<file path="src/common/sysctl_pkg.sv">
// Package: coprocessor system control register map, fields, reset values
// Summary of operation
// [RULE1] Software writes reserved bits fixed or read-modify-write
// [RULE2] Reset clears all defined control bits
// [RULE3] Vector bit loads from strap at reset
// [RULE4] Bits 31:30 select clocking mode
// [RULE5] Bit 14 picks random or round-robin replacement
// [RULE6] Bit 13 picks low or high vectors
// [RULE7] Bits 12 and 2 enable caches
// [RULE8] Bits 9:8 modify MMU protection checks
// [RULE9] Bit 7 selects big-endian
// [RULE10] Bit 1 enables alignment fault checking
// [RULE11] Software enables MMU from stable mapping
// [RULE12] Table base keeps bits 31:14 only
// [RULE13] Domain register holds sixteen two-bit fields
// [RULE14] Software never accesses register four
// [RULE15] Data fault records domain and type
// [RULE16] Fault status bit 8 reads zero
// [RULE17] Separate pipelined prefetch fault status, opcode2 one
// [RULE18] Fault address captured on data faults only
// [RULE19] Fault registers writable for debugger restore
// [RULE20] Registers selected by opcode1, primary, secondary, opcode2
// [RULE21] Only privileged transfers accepted, others trap
// [RULE22] Writes act next instruction, reads return latest
package sysctl_pkg;
    // Primary register numbers
    localparam logic [3:0]  REG_CONTROL   = 4'h1;
    localparam logic [3:0]  REG_TABLE     = 4'h2;
    localparam logic [3:0]  REG_DOMAIN    = 4'h3;
    localparam logic [3:0]  REG_RESERVED  = 4'h4;
    localparam logic [3:0]  REG_FSTATUS   = 4'h5;
    localparam logic [3:0]  REG_FADDR     = 4'h6;
    localparam logic [3:0]  SEC_ZERO      = 4'h0;
    localparam logic [2:0]  OP1_ZERO      = 3'h0;
    localparam logic [2:0]  OP2_DATA      = 3'h0;
    localparam logic [2:0]  OP2_PREFETCH  = 3'h1;
    // Control field positions
    localparam int CTL_ASYNC = 31;
    localparam int CTL_NFAST = 30;
    localparam int CTL_RR    = 14;
    localparam int CTL_VEC   = 13;
    localparam int CTL_ICACHE = 12;
    localparam int CTL_ROMP  = 9;
    localparam int CTL_SYSP  = 8;
    localparam int CTL_BIG   = 7;
    localparam int CTL_DCACHE = 2;
    localparam int CTL_ALIGN = 1;
    localparam int CTL_MMU   = 0;
    // Writable masks and fixed read values
    localparam logic [31:0] CTL_WMASK     = 32'hc000_7387;
    localparam logic [31:0] CTL_FIXED_ONE = 32'h0000_0078;
    localparam logic [31:0] TABLE_MASK    = 32'hffff_c000;
    localparam logic [31:0] FSTATUS_MASK  = 32'h0000_00ff;
    localparam logic [31:0] RESET_ZERO    = 32'h0000_0000;
    localparam logic [31:0] VEC_LOW       = 32'h0000_0000;
    localparam logic [31:0] VEC_HIGH      = 32'hffff_0000;
    // Clocking modes
    typedef enum logic [1:0] {
        CLK_FASTBUS  = 2'b00,
        CLK_SYNC     = 2'b01,
        CLK_RESERVED = 2'b10,
        CLK_ASYNC    = 2'b11
    } clock_mode_type;
    // APB offsets of controller registers
    localparam logic [7:0]  APB_CMD    = 8'h00;
    localparam logic [7:0]  APB_WDATA  = 8'h04;
    localparam logic [7:0]  APB_RDATA  = 8'h08;
    localparam logic [7:0]  APB_STATUS = 8'h0c;
    // Command word fields
    localparam int CMD_READ = 16;
    localparam int CMD_PRIV = 17;
endpackage

</file>
<file path="src/common/sysctl_if.sv">
// Interface: coprocessor register transfer link between core and control bank
`timescale 1ns/1ps
`default_nettype none
interface sysctl_if;
    logic        req;
    logic        read;
    logic        privileged;
    logic [2:0]  opcode1;
    logic [3:0]  primary;
    logic [3:0]  secondary;
    logic [2:0]  opcode2;
    logic [31:0] wdata;
    logic        done;
    logic        undefTrap;
    logic [31:0] rdata;
    modport bank (input req, read, privileged, opcode1, primary, secondary, opcode2, wdata,
                  output done, undefTrap, rdata);
    modport core (output req, read, privileged, opcode1, primary, secondary, opcode2, wdata,
                  input done, undefTrap, rdata);
endinterface
`default_nettype wire

</file>
<file path="src/verilog/fault_capture.sv">
// Module: one fault status register with capture and debugger write
`timescale 1ns/1ps
`default_nettype none
module fault_capture
(
    // Clock and reset
    input  wire logic        clk,
    input  wire logic        rst,
    // Capture and write
    input  wire logic        capture,
    input  wire logic [3:0]  domain,
    input  wire logic [3:0]  faultType,
    input  wire logic        write,
    input  wire logic [31:0] wdata,
    // Stored value
    output logic      [31:0] value
);
    // Hardware capture wins over a coincident debugger write
    always_ff @(posedge clk or posedge rst)
        if (rst)
            value <= sysctl_pkg::RESET_ZERO;
        else if (capture)
            value <= {24'h000000, domain, faultType}; // RULE15
        else if (write)
            value <= wdata & sysctl_pkg::FSTATUS_MASK; // RULE16 RULE19
endmodule
`default_nettype wire

</file>
<file path="src/verilog/sysctl_bank.sv">
// Module: system control register bank, the device end of the link
`timescale 1ns/1ps
`default_nettype none
module sysctl_bank
(
    // Clock and reset
    input  wire logic        clk,
    input  wire logic        rst,
    // Transfer link
    sysctl_if.bank           link,
    // Strap sampled at the first clock edge after reset is released
    input  wire logic        vector_high_at_reset_pin,
    // Fault reports from the memory system
    input  wire logic        dataFault,
    input  wire logic        prefetchFault,
    input  wire logic [3:0]  faultDomain,
    input  wire logic [3:0]  faultType,
    input  wire logic [31:0] modified_virtual_address,
    // Control outputs
    output var sysctl_pkg::clock_mode_type clockMode,
    output logic             round_robin_select,
    output logic [31:0]      vectorBase,
    output logic             icacheEnable,
    output logic             dcacheEnable,
    output logic             romProtect,
    output logic             sysProtect,
    output logic             bigEndian,
    output logic             alignCheck,
    output logic             mmuEnable,
    output logic [31:0]      table_base_pointer,
    output logic [31:0]      domainAccess
);
    // Stored register images
    logic [31:0] control;
    logic [31:0] faultStatus;
    logic [31:0] prefetchStatus;
    logic [31:0] prefetchStage;
    logic        prefetchPending;
    logic [31:0] fault_address;
    // Reset helper and transfer decode
    logic        strapHold;
    logic        hit;
    logic        ok;
    logic        wr;
    logic        ctlWrite;
    logic        tableWrite;
    logic        domainWrite;
    logic        statusWrite;
    logic        prefetchWrite;
    logic        addrWrite;
    logic        taken;
    logic [31:0] next_rdata;

    // Register select; only op1 zero, secondary zero
    assign hit = link.opcode1 == sysctl_pkg::OP1_ZERO && link.secondary == sysctl_pkg::SEC_ZERO; // RULE20
    assign ok  = link.req && link.privileged && hit; // RULE21
    assign wr  = taken && ok && !link.read;

    // A held request is taken once; the answer cycle blocks a second take
    assign taken = link.req && !link.done && !link.undefTrap;

    // Per-register write strobes; register four and unknown numbers match none
    assign ctlWrite      = wr && link.primary == sysctl_pkg::REG_CONTROL && link.opcode2 == sysctl_pkg::OP2_DATA;
    assign tableWrite    = wr && link.primary == sysctl_pkg::REG_TABLE;
    assign domainWrite   = wr && link.primary == sysctl_pkg::REG_DOMAIN;
    assign statusWrite   = wr && link.primary == sysctl_pkg::REG_FSTATUS && link.opcode2 == sysctl_pkg::OP2_DATA;
    assign prefetchWrite = wr && link.primary == sysctl_pkg::REG_FSTATUS && link.opcode2 == sysctl_pkg::OP2_PREFETCH;
    assign addrWrite     = wr && link.primary == sysctl_pkg::REG_FADDR;

    // Strap read and applied at the first edge after release, while strapHold is still set
    // An async reset branch loads constants only, so the pin lands one edge late
    always_ff @(posedge clk or posedge rst)
        if (rst)
            strapHold <= 1'b1;
        else
            strapHold <= 1'b0;

    // Control register; reset clears defined bits then strap loads vector bit
    // Reserved bits are not stored; their fixed read values come from the read mux
    always_ff @(posedge clk or posedge rst)
        if (rst)
            control <= sysctl_pkg::RESET_ZERO; // RULE2
        else if (strapHold)
            control[sysctl_pkg::CTL_VEC] <= vector_high_at_reset_pin; // RULE3
        else if (ctlWrite)
            control <= link.wdata & sysctl_pkg::CTL_WMASK; // RULE22

    // Table base keeps only its upper pointer bits
    always_ff @(posedge clk or posedge rst)
        if (rst)
            table_base_pointer <= sysctl_pkg::RESET_ZERO;
        else if (tableWrite)
            table_base_pointer <= link.wdata & sysctl_pkg::TABLE_MASK; // RULE12

    // Sixteen domain fields, domain 15 in the top pair
    always_ff @(posedge clk or posedge rst)
        if (rst)
            domainAccess <= sysctl_pkg::RESET_ZERO;
        else if (domainWrite)
            domainAccess <= link.wdata; // RULE13

    // Data fault status
    fault_capture dataStatus
    (
        .clk       (clk),
        .rst       (rst),
        .capture   (dataFault),
        .domain    (faultDomain),
        .faultType (faultType),
        .write     (statusWrite),
        .wdata     (link.wdata),
        .value     (faultStatus)
    );

    // Prefetch fault goes one stage down the pipe before it lands
    // Stage loads every cycle; only the delayed pulse decides a capture
    always_ff @(posedge clk or posedge rst)
        if (rst)
        begin
            prefetchStage   <= sysctl_pkg::RESET_ZERO;
            prefetchPending <= 1'b0;
        end
        else
        begin
            prefetchStage   <= {24'h000000, faultDomain, faultType};
            prefetchPending <= prefetchFault; // RULE17
        end

    // Debug-only prefetch status, reached with opcode2 one
    fault_capture prefetchStatusReg
    (
        .clk       (clk),
        .rst       (rst),
        .capture   (prefetchPending),
        .domain    (prefetchStage[7:4]),
        .faultType (prefetchStage[3:0]),
        .write     (prefetchWrite),
        .wdata     (link.wdata),
        .value     (prefetchStatus)
    );

    // Fault address follows data faults only; capture beats debugger write
    // A prefetch fault address stays with the core, so it is ignored here
    always_ff @(posedge clk or posedge rst)
        if (rst)
            fault_address <= sysctl_pkg::RESET_ZERO;
        else if (dataFault)
            fault_address <= modified_virtual_address; // RULE18
        else if (addrWrite)
            fault_address <= link.wdata; // RULE19

    // Read mux; unpredictable bits returned as zero
    always_comb
    begin
        next_rdata = sysctl_pkg::RESET_ZERO;
        case (link.primary)
            sysctl_pkg::REG_CONTROL:
                next_rdata = control | sysctl_pkg::CTL_FIXED_ONE; // RULE1
            sysctl_pkg::REG_TABLE:
                next_rdata = table_base_pointer;
            sysctl_pkg::REG_DOMAIN:
                next_rdata = domainAccess;
            sysctl_pkg::REG_FSTATUS:
                next_rdata = (link.opcode2 == sysctl_pkg::OP2_PREFETCH) ? prefetchStatus : faultStatus; // RULE16
            sysctl_pkg::REG_FADDR:
                next_rdata = fault_address;
            // Register four, register zero and numbers above six read zero
            default:
                next_rdata = sysctl_pkg::RESET_ZERO; // RULE14
        endcase
    end

    // One-cycle answer: done or trap, with registered read data
    // rdata moves only on an accepted read, so it holds between reads
    always_ff @(posedge clk or posedge rst)
        if (rst)
        begin
            link.done      <= 1'b0;
            link.undefTrap <= 1'b0;
            link.rdata     <= sysctl_pkg::RESET_ZERO;
        end
        else
        begin
            link.done      <= taken && ok;
            link.undefTrap <= taken && !ok; // RULE21
            if (taken && ok && link.read)
                link.rdata <= next_rdata; // RULE22
        end

    // Clocking mode and replacement policy
    assign clockMode          = sysctl_pkg::clock_mode_type'(
                                    control[sysctl_pkg::CTL_ASYNC:sysctl_pkg::CTL_NFAST]); // RULE4
    assign round_robin_select = control[sysctl_pkg::CTL_RR]; // RULE5

    // Vector base and cache enables
    assign vectorBase   = control[sysctl_pkg::CTL_VEC] ? sysctl_pkg::VEC_HIGH : sysctl_pkg::VEC_LOW; // RULE6
    assign icacheEnable = control[sysctl_pkg::CTL_ICACHE]; // RULE7
    assign dcacheEnable = control[sysctl_pkg::CTL_DCACHE]; // RULE7

    // Protection modifiers and byte order
    assign romProtect   = control[sysctl_pkg::CTL_ROMP]; // RULE8
    assign sysProtect   = control[sysctl_pkg::CTL_SYSP]; // RULE8
    assign bigEndian    = control[sysctl_pkg::CTL_BIG]; // RULE9

    // Alignment checking and MMU; software must switch the MMU from a flat mapping
    assign alignCheck   = control[sysctl_pkg::CTL_ALIGN]; // RULE10
    assign mmuEnable    = control[sysctl_pkg::CTL_MMU];
endmodule
`default_nettype wire

</file>
<file path="src/flat_wrapper.sv">
// flat-port wrapper written by rule: the top's interface ports become plain ports
module sysctl_bank_flat 
  (clk, rst, vector_high_at_reset_pin, dataFault, prefetchFault, faultDomain, faultType, modified_virtual_address, clockMode, round_robin_select, vectorBase, icacheEnable, dcacheEnable, romProtect, sysProtect, bigEndian, alignCheck, mmuEnable, table_base_pointer, domainAccess, link_req, link_read, link_privileged, link_opcode1, link_primary, link_secondary, link_opcode2, link_wdata, link_done, link_undefTrap, link_rdata);
  sysctl_if link_i ();
  input  wire logic clk;
  input  wire logic rst;
  input  wire logic vector_high_at_reset_pin;
  input  wire logic dataFault;
  input  wire logic prefetchFault;
  input  wire logic [3:0] faultDomain;
  input  wire logic [3:0] faultType;
  input  wire logic [31:0] modified_virtual_address;
  output var sysctl_pkg::clock_mode_type clockMode;
  output logic round_robin_select;
  output logic [31:0] vectorBase;
  output logic icacheEnable;
  output logic dcacheEnable;
  output logic romProtect;
  output logic sysProtect;
  output logic bigEndian;
  output logic alignCheck;
  output logic mmuEnable;
  output logic [31:0] table_base_pointer;
  output logic [31:0] domainAccess;
  input wire logic [$bits(link_i.req)-1:0] link_req;
  input wire logic [$bits(link_i.read)-1:0] link_read;
  input wire logic [$bits(link_i.privileged)-1:0] link_privileged;
  input wire logic [$bits(link_i.opcode1)-1:0] link_opcode1;
  input wire logic [$bits(link_i.primary)-1:0] link_primary;
  input wire logic [$bits(link_i.secondary)-1:0] link_secondary;
  input wire logic [$bits(link_i.opcode2)-1:0] link_opcode2;
  input wire logic [$bits(link_i.wdata)-1:0] link_wdata;
  output wire logic [$bits(link_i.done)-1:0] link_done;
  output wire logic [$bits(link_i.undefTrap)-1:0] link_undefTrap;
  output wire logic [$bits(link_i.rdata)-1:0] link_rdata;
  assign link_i.req = link_req;
  assign link_i.read = link_read;
  assign link_i.privileged = link_privileged;
  assign link_i.opcode1 = link_opcode1;
  assign link_i.primary = link_primary;
  assign link_i.secondary = link_secondary;
  assign link_i.opcode2 = link_opcode2;
  assign link_i.wdata = link_wdata;
  assign link_done = link_i.done;
  assign link_undefTrap = link_i.undefTrap;
  assign link_rdata = link_i.rdata;
  sysctl_bank u_core (.clk(clk), .rst(rst), .link(link_i), .vector_high_at_reset_pin(vector_high_at_reset_pin), .dataFault(dataFault), .prefetchFault(prefetchFault), .faultDomain(faultDomain), .faultType(faultType), .modified_virtual_address(modified_virtual_address), .clockMode(clockMode), .round_robin_select(round_robin_select), .vectorBase(vectorBase), .icacheEnable(icacheEnable), .dcacheEnable(dcacheEnable), .romProtect(romProtect), .sysProtect(sysProtect), .bigEndian(bigEndian), .alignCheck(alignCheck), .mmuEnable(mmuEnable), .table_base_pointer(table_base_pointer), .domainAccess(domainAccess));
endmodule
</file>
<file path="config.mk">
export PLATFORM = sky130hd
export DESIGN_NAME = sysctl_bank_flat
export DESIGN_NICKNAME = d
export VERILOG_FILES = /design/src/common/sysctl_pkg.sv /design/src/common/sysctl_if.sv /design/src/verilog/fault_capture.sv /design/src/verilog/sysctl_bank.sv /design/src/flat_wrapper.sv
export SDC_FILE = /design/constraint.sdc
export NUM_CORES = 1
export LEC_CHECK = 0
export ABC_CLOCK_PERIOD_IN_PS = 5350
export BUFFER_PORTS_ARGS = -buffer_cell sky130_fd_sc_hd__buf_2
export CAP_MARGIN = 20
export CORE_UTILIZATION = 45
export DETAILED_ROUTE_END_ITERATION = 7
export PLACE_DENSITY = 0.74
export SLEW_MARGIN = 20
export SYNTH_ARGS = -nofsm -noshare
export SYNTH_HDL_FRONTEND = slang
export SYNTH_SLANG_ARGS = --single-unit
</file>
<file path="constraint.sdc">
create_clock -name clk -period 5.35 [get_ports clk]
set_clock_uncertainty 0.2 [all_clocks]
set_input_delay 1.07 -clock clk [delete_from_list [all_inputs] [get_ports clk]]
set_output_delay 1.07 -clock clk [all_outputs]
set_load 0.005 [all_outputs]
</file>
-- Word level (Yosys, flattened, before mapping)
Index checks and enable logic that the tools add are counted.
- flip-flop bits (word level): 201
- latch bits: 0
- memory bits (writable): 0
- memory bits (read-only): 0
- bits of input ports: 94
- memories: 0
- add/subtract/negate cells: 0
- multipliers: 0
- div/mod/pow operators: 0
- order comparisons: 0
- equal/unequal tests: 6
- shift-type cells: 0
- muxes and demuxes: 11
- bitwise operators: 1
- reduce and logical (&&, ||, !) cells: 29
- operators by type and width (kind ; count):
    32-bit two-way mux ; 8
    32-bit case mux with 5 select lines ; 1
    1-bit logical AND ; 17
    14-bit two-way mux ; 1
    4-bit by 2-bit equality test with 1-bit output (second input constant) ; 2
    4-bit by 3-bit equality test with 1-bit output (second input constant) ; 2
    2-bit nonzero test ; 4
    3-bit logical NOT ; 2
    4-bit by 1-bit equality test with 1-bit output (second input constant) ; 1
    1-bit logical NOT ; 4
    4-bit logical NOT ; 1
    3-bit by 1-bit equality test with 1-bit output (second input constant) ; 1
    2-bit AND reduction ; 1
    1-bit two-way mux ; 1
    1-bit NOT ; 1

-- Logic depth before layout (Yosys ltp)
Gate-level depths: netlist of the first run.
- depth in word-level cells: 9
- gate-level depth with buffers: 7
- depth with buffers taken out: 4

-- Hierarchy
A second synthesis of the first run with hierarchy kept.
- cell total of the unflattened synthesis: 737
- area total of the unflattened synthesis: 8135.3 sq um
- by module, submodules not included (module ; instances ; cells each ; area each (sq um) ; sequential area each (sq um)):
    sysctl_bank ; 1 ; 617 ; 7014.2 ; 3429.5
    fault_capture ; 2 ; 60 ; 560.5 ; 200.2

-- Least setup slack after synthesis of the first run
Ideal clock, no wire load.
- path kind: input to register
- start: input link_primary[0]
- end: register u_core.table_base_pointer[14]
- arrival: 2.639 ns
- data required time: 5.025 ns
- setup slack: 2.386 ns
- stages on the path: 6
- cells stage by stage: buf_4 -> nor4b_4 -> inv_2 -> nor3_4 -> buf_6 -> mux2_2
- cells in the longest elaborated chain, start to end: 2
- RTL lines (what ; line ; text):
    start: declaration ; flat_wrapper.sv:29 ; input wire logic [$bits(link_i.primary)-1:0] link_primary;
    4-bit by 2-bit equality test with 1-bit output ; sysctl_bank.sv:64 ; assign tableWrite = wr && link.primary == sysctl_pkg::REG_TABLE;
    1-bit logical AND ; sysctl_bank.sv:64 ;
    end signal: assignment ; sysctl_bank.sv:91 ; table_base_pointer <= sysctl_pkg::RESET_ZERO;
    end signal: assignment ; sysctl_bank.sv:93 ; table_base_pointer <= link.wdata & sysctl_pkg::TABLE_MASK;
    end: declaration ; sysctl_bank.sv:30 ; output logic [31:0] table_base_pointer,
Every way passes these cells.
A chain may end at the register's enable or synchronous reset.

-- Worst setup path in the final report of the first run
- start: input link_primary[1]
- end: register u_core.table_base_pointer[26]
The elaborated chain is that of the path after synthesis.

==> run metrics, run 1 <==
Fin Setup TNS 0 ns; # DRC 0; row count 47; # setup viols final 0; crit path kind in2reg; startpoint types primary input; Synth Cell Area approximately 7600 um2; GPL Wtd Cong between 0.8 and 0.9; initial antenna violation count 1; global-route wire length before repair 32700 um; Final nets ~900; via count 5985; Rel. slew slack 35.5%; CTS root buf clkbuf_16; Reg2Reg Depth 4; asr flop ratio synth 100%; largest fanout on the critical path 19; Seq/Total Area, Yosys 50.6%; Critical Path, Cell by Cell buf_2 -> nor4b_4 -> buf_4 -> inv_2 -> nor3_4 -> mux2_2; RSZ-0062 raised after global routing false; Synth Warn # 0; core area between 15000 and 20000 um2; CTS tree done; worst slew pin tran 0.965 ns; Simple-Gate Fraction of Synth Area 8.82%; share of layout cells above drive strength 1 39.7%; die footprint approximately 17000 um2; CTS resizes 0; Synth Area in XOR/XNOR 0%; pin count of the biggest net entering global routing 154; r2r startpoint u_core.link.done; final hold viol count 0; setup ws final 2.22 ns; hpwl dp 13400 um; final worst path period need about 3.1 ns; Power Density 284 nW/um2; vias per cell 5.73; CP Capture Type flip-flop; vias in the first global route 5762; Die W ~130 um; Post-Syn Instances approximately 650; #FFs+latches synth 153; drt initial violations 436; Compound-Gate Fraction of Synth Area 18.9%; Worst Hold Endpoint u_core.link.rdata[18]; Post-CTS Setup Bufs 0; post-synthesis mux area share 12.9%; Unique masters post-synth 50; final wirelength 21100 um; WL met2 9880 um; ranking of synthesized cells by area dfrtp_1, mux2_4, buf_4, nor2b_1, a31oi_1; WL met3 between 1500 and 2000 um; number of synthesized flops with an enable pin 0; worst r2r dst u_core.domainAccess[31]; Skew-Pair Late Insertion Delay around 0.44 ns; Max Cap Viol 0; Layout area overhead 19.2%; Tightest Hold Check Type reg2reg; largest family of logic cells by synthesized area compound AO/OA/AOI/OAI gates; CP max stage delay 0.80 ns; CP required 5.47 ns; Mean Syn Cell Area approximately 12 um2; leading area contributor after synthesis dfrtp_1; CTS clk-pin slew, worst paths 0.07 ns; Max Slew Vio Count 0; Max Clock Freq 0.320 GHz; Reg2Reg Setup Slack 2.72 ns; total track usage 24.7%; H-Tree Depth 4; P_leak around 4.3 nW; hold path start u_core.link.rdata[18]; WL/cell 20.2 um; DR pass1 iterations 5; chip height roughly 130 um; ratio of final minimum period to clock period between 50% and 60%; Hold Crit Depth 1; antenna viol nets, final 0; CTS max path bufs 2; CTS Hold Buffers Added 0; area share of fa/ha/maj cells after synthesis 0%; initial core utilization between 40% and 50%; Synth Flop Type dfrtp_1; Metal-1 WL 8960 um; slowest stage cell, crit path nor3_4; crit path DAT 3.25 ns; GRT Residual Overflow 0; top cell type's share of synthesized area 50.2%; top layer in use met4; crit path from link_primary[1]; total power 2.56 mW; maximum VDD drop 0.226 mV; pre-CTS WS 1.62 ns; status finished, final reports clean; TritonCTS Buffers 17; Port-buffer cells slightly above 200; IO Pins 234; Fillers 1408; clock sink count 153
[area by class of cell]
class	instances	area (um2)	area share, %
well taps	220	275	3.05
clock buffers	18	439	4.86
flip-flops and latches	153	3830	42.4
clock inverters	14	119	1.32
multi-input cells	420	3230	35.8
inverters	3	15.0	0.166
diodes	1	2.50	0.0277
repair buffers	215	1120	12.4
[flip-flops by register name (all words and copies together) (netlist names)]
name,count
u_core.domainAccess,32
u_core.fault_address,32
u_core.link.rdata,32
u_core.table_base_pointer,18
u_core.control,11
u_core.dataStatus.value,8
u_core.prefetchStage,8
u_core.prefetchStatusReg.value,8
u_core.link.done,1
u_core.link.undefTrap,1
u_core.prefetchPending,1
u_core.strapHold,1
[cells by family (layout without fill, tap and decap cells)]
kind of cell | count (synthesis) | in the layout
AO/OA/AOI/OAI | 221 | 221
flip-flops | 153 | 153
buffers and inverters | 104 | 250
AND/OR/NAND/NOR | 93 | 93
multiplexers | 75 | 75
other | 1 | 32
[cells in the final DEF (no fill, tap or decap), drive strengths merged, types with 6 or more instances in the layout]
| master | instances |
|---|---|
| a222oi | 15 |
| o21ai | 49 |
| mux2 | 64 |
| nor2b | 53 |
| nand2 | 6 |
| mux2i | 11 |
| nand2b | 6 |
| buf | 215 |
| a22oi | 10 |
| a31oi | 48 |
| conb | 31 |
| o2bb2ai | 28 |
| clkinvlp | 6 |
| a21oi | 53 |
| dfrtp | 152 |
| clkbuf | 18 |
| clkinv | 7 |
[worst max path at each step]
stage                                     to  slack [ns]
2_1_floorplan              u_core.control[0]        2.15
3_3_place_gp         u_core.domainAccess[30]        1.69
3_5_place_dp         u_core.domainAccess[31]        1.62
4_1_cts              u_core.domainAccess[31]        2.08
5_1_grt        u_core.table_base_pointer[23]        2.10
6_report       u_core.table_base_pointer[26]        2.22
[metal layers]
metal  GRT usage (%)  vias up
li1                -     2664
met1            32.9     2977
met2            38.0      314
met3            7.34       30
met4            9.69        0
met5               0        -
[metrics by stage]
stage	hold WS (ns)	cell area (um2)	utilization, %	std cells
2_1_floorplan	0.269	7690	-	677
3_3_place_gp	0.268	8470	51.2	1011
3_5_place_dp	0.269	8470	51.2	1011
4_1_cts	0.288	9030	54.6	1043
5_1_grt	0.294	9030	54.6	1043
6_report	0.283	9030	54.6	1044
[power by group]
part	switching, mW	leakage [nW]	internal [mW]
Sequential	0.0230	1.97	1.20
Clock	0.518	0.257	0.613
Combinational	0.126	2.09	0.0847
Total	0.667	4.32	1.89
[critical path: cells and delay by family]
| family | cells | cell delay [ns] |
|---|---|---|
| buf+inv | 3 | 0.69 |
| mux | 1 | 0.42 |
| simple gates | 2 | 1.05 |
[cell usage after synthesis, types with 4 or more instances]
library cell	number
dfrtp_1	152
a21oi_1	53
nor2b_1	53
buf_4	49
o21ai_0	49
a31oi_1	48
mux2_4	40
clkbuf_1	31
o2bb2ai_1	28
mux2_2	24
a222oi_1	15
buf_2	13
mux2i_1	11
a22oi_1	10
nand2b_1	6
nand2_1	5
a22o_1	4
nor3_1	4
o211ai_1	4
o22a_1	4
(Power assumes the default switching activity.)
==> run 2, diff against run 1 <==
- ABC_AREA: not set -> 1
- ABC_CLOCK_PERIOD_IN_PS: 5350 -> 2750
- PLACE_DENSITY: 0.74 -> 0.75
- clock period: 5.35 -> 2.75 ns (I/O delays scaled with it)
==> run metrics, run 2 <==
Synth Cell Area 7330 um2 (was 7580 um2); number of synthesized flops with an enable pin 0 (unchanged); Rel. slew slack 61.0% (was 35.5%); vias per cell 5.03 (was 5.73); Fillers 1482 (was 1408); met3 Use GR 5.45% (was 7.34%); core area 15900 um2 (was 16500 um2); global-route wire length before repair 31900 um (was 32700 um); family with the most delay on the worst path simple AND/OR/NAND/NOR gates (unchanged); CP Capture Type flip-flop (unchanged); Post-Syn Instances 918 (was 647); Most Frequent Cell on Critical Path nand2_1; Simple-Gate Fraction of Synth Area 23.2% (was 8.82%); worst r2r dst u_core.prefetchStatusReg.value[7] (was u_core.domainAccess[31]); GPL Wtd Cong 0.870 (was 0.856); Setup crit end u_core.prefetchStatusReg.value[7] (was u_core.table_base_pointer[26]); CP required 2.92 ns (was 5.47 ns); final worst path period need 2.12 ns; final hold viol count 0 (unchanged); r2r startpoint u_core.link.done (unchanged); initial core utilization 46.1% (was 45.8%); ratio of final minimum period to clock period just under 80%; TritonCTS Buffers 17 (unchanged); Post-CTS Setup Bufs 0 (unchanged); total power 5.26 mW (was 2.56 mW); worst path buffer plus inverter count 0 (was 3); RSZ-0062 raised after global routing false (unchanged); Seq/Total Area, Yosys 52.3% (was 50.6%); leading area contributor after synthesis dfrtp_1 (unchanged); Critical Path, Cell by Cell nand3b_1 -> nor3_4 -> nand4_2 -> nand2_2 -> nand2_1 -> nand2_1 (was buf_2 -> nor4b_4 -> buf_4 -> inv_2 -> nor3_4 -> mux2_2); setup ws final 0.630 ns (was 2.22 ns); CTS clk-pin slew, worst paths 0.06 ns (was 0.07 ns); Die W 130 um (was 132 um); Synth Flop Type dfrtp_1 (unchanged); Compound-Gate Fraction of Synth Area 13.2% (was 18.9%); Tightest Hold Check Type in2reg (was reg2reg); drt initial violations 542 (was 436); Layout area overhead 22.9% (was 19.2%); startpoint types flip-flop (was primary input); pin count of the biggest net entering global routing 49 (was 154); top post-synthesis cells by count nand2_1, dfrtp_1, o21ai_0 (was dfrtp_1, a21oi_1, nor2b_1); chip height 130 um (was 132 um); hpwl dp 14600 um (was 13400 um); maximum VDD drop 0.446 mV (was 0.226 mV); final core occ 56.7% (was 54.6%); GRT Residual Overflow 0 (unchanged); Skew-Pair Late Insertion Delay 0.43 ns (was 0.44 ns); #FFs+latches synth 153 (unchanged); Port-buffer cells 203 (unchanged); crit path kind reg2reg (was in2reg); CTS max path bufs 2 (unchanged); clock sink count 153 (unchanged); Max Slew Vio Count 0 (unchanged); Top Usage Layer GRT met2 (unchanged); initial antenna violation count 1 (unchanged); Top Registers u_core.domainAccess: 32 flops, u_core.fault_address: 32 flops, u_core.link.rdata: 32 flops (unchanged); met2 Use GR 40.8% (was 38.0%); top cell type's share of synthesized area 51.9% (was 50.2%); area of the multi-input gates 2780 um2 (was 3230 um2); area share of fa/ha/maj cells after synthesis 0% (unchanged); WL/cell 15.5 um (was 20.2 um); Reg2Reg Depth 6 (was 4); worst slew pin tran 0.583 ns (was 0.965 ns); Seq. cell area 3830 um2 (unchanged); CTS tree done (unchanged); CTS root buf clkbuf_16 (unchanged); via count 6705 (was 5985); Crit path depth 6 (unchanged); crit path from u_core.link.done (was link_primary[1]); # setup viols final 0 (unchanged); # DRC 0 (unchanged); row count 46 (was 47); Max Cap Viol 0 (unchanged); total track usage 25.6% (was 24.7%); P_leak 4.99 nW (was 4.32 nW); die footprint 16800 um2 (was 17400 um2); slowest stage cell, crit path nor3_4 (unchanged); final instance area 9010 um2 (was 9030 um2); vias in the first global route 6193 (was 5762); post-synthesis mux area share 0% (was 12.9%); most frequent cells in the layout nand2_1, buf_2, dfrtp_1 (was buf_2, dfrtp_1, nor2b_1, a21oi_1, o21ai_0); IO Pins 234 (unchanged); Synth Warn # 0 (unchanged); status finished, final reports clean (unchanged); largest family of logic cells by synthesized area simple AND/OR/NAND/NOR gates (was compound AO/OA/AOI/OAI gates); Final nets 1198 (was 904); Unique masters post-synth 29 (was 50); DR pass1 iterations 5 (unchanged); H-Tree Depth 4 (unchanged); final wirelength 20700 um (was 21100 um); crit path DAT 2.29 ns (was 3.25 ns); Fin Setup TNS 0 ns (unchanged); Reg2Reg Setup Slack 0.63 ns (was 2.72 ns); Max Clock Freq 0.472 GHz; Power Density 584 nW/um2 (was 284 nW/um2); share of layout cells above drive strength 1 24.6% (was 39.7%); most common cell in the netlist nand2_1 (was dfrtp_1); instance area after placement 8380 um2 (was 8470 um2); asr flop ratio synth 100% (unchanged); antenna viol nets, final 0 (unchanged); commonest non-fill, non-tap cell in the layout nand2_1 (was buf_2); ranking of synthesized cells by area dfrtp_1, nand2_1, o21ai_0, buf_4, inv_1 (was dfrtp_1, mux2_4, buf_4, nor2b_1, a31oi_1); Synth Area in XOR/XNOR 0% (unchanged); largest fanout on the critical path 9 (was 19); met1 usage 34.1% (was 32.9%); pre-CTS WS 0.334 ns (was 1.62 ns); CP max stage delay 0.43 ns (was 0.80 ns); Mean Syn Cell Area 7.98 um2 (was 11.7 um2)
-- run 2: changes by cell type in the layout (fill, tap and decap cells not counted), moves of 14 or more --
cell       previous run  this run
a21oi_1              53        27
a222oi_1             15         0
a31oi_1              48         0
inv_1                 1        74
mux2_2               24         0
mux2_4               40         0
nand2_1               5       331
nand3_1               0        37
nor2_1                3        17
nor2b_1              53         0
o21ai_0              49       142
o2bb2ai_1            28         0
-- run 2: routing by layer --
layer / share of wire, % / wire length, um
met5: 0 / 0
met4: 2.5 / 512
met3: 6.9 / 1420
met2: 47 / 9740
met1: 44 / 9040
-- run 2: cell type report --
cell class	count	share of cell area, %
Sequential cell	153	42.5
Multi-Input combinational cell	630	30.9
Timing Repair Buffer	221	13.4
Clock buffer	22	5.15
Inverter	81	3.42
Tap cell	216	3.00
Clock inverter	8	1.61
Antenna cell	1	0.0278
-- run 2: repair_timing --
item	CTS	global route
hold buffers	1	0
hold endpoints to repair	17	0
gates resized for setup	0	0
-- run 2: cells by family (layout without fill, tap and decap cells) --
group	after synthesis	after routing
and+or+nand+nor	410	410
AOI/OAI and AO/OA	189	189
buffers and inverters	165	332
DFF	153	153
other	1	32
-- run 2: how the worst min path moves through the flow --
stage	startpoint	end	depth (start not counted)
final	prefetchFault	u_core.prefetchPending	1
after detailed placement	u_core.fault_address[14]	u_core.fault_address[14]	2
after CTS	prefetchFault	u_core.prefetchPending	1
after floorplan	u_core.fault_address[14]	u_core.fault_address[14]	2
after global placement	u_core.fault_address[6]	u_core.fault_address[6]	2
after global routing	prefetchFault	u_core.prefetchPending	1
-- run 2: through the flow --
step / std cells / hold WS [ns]
floorplan: 948 / 0.242
global placement: 1300 / 0.255
detailed placement: 1300 / 0.259
CTS: 1331 / 0.0129
global route: 1332 / 0.0106
finish: 1332 / 0.0240
-- run 2: power breakdown --
group	internal (mW)	switching [mW]	leakage [nW]
logic	0.155	0.283	2.66
clock network	1.55	0.888	0.292
registers	2.34	0.0419	2.03
total	4.04	1.21	4.99
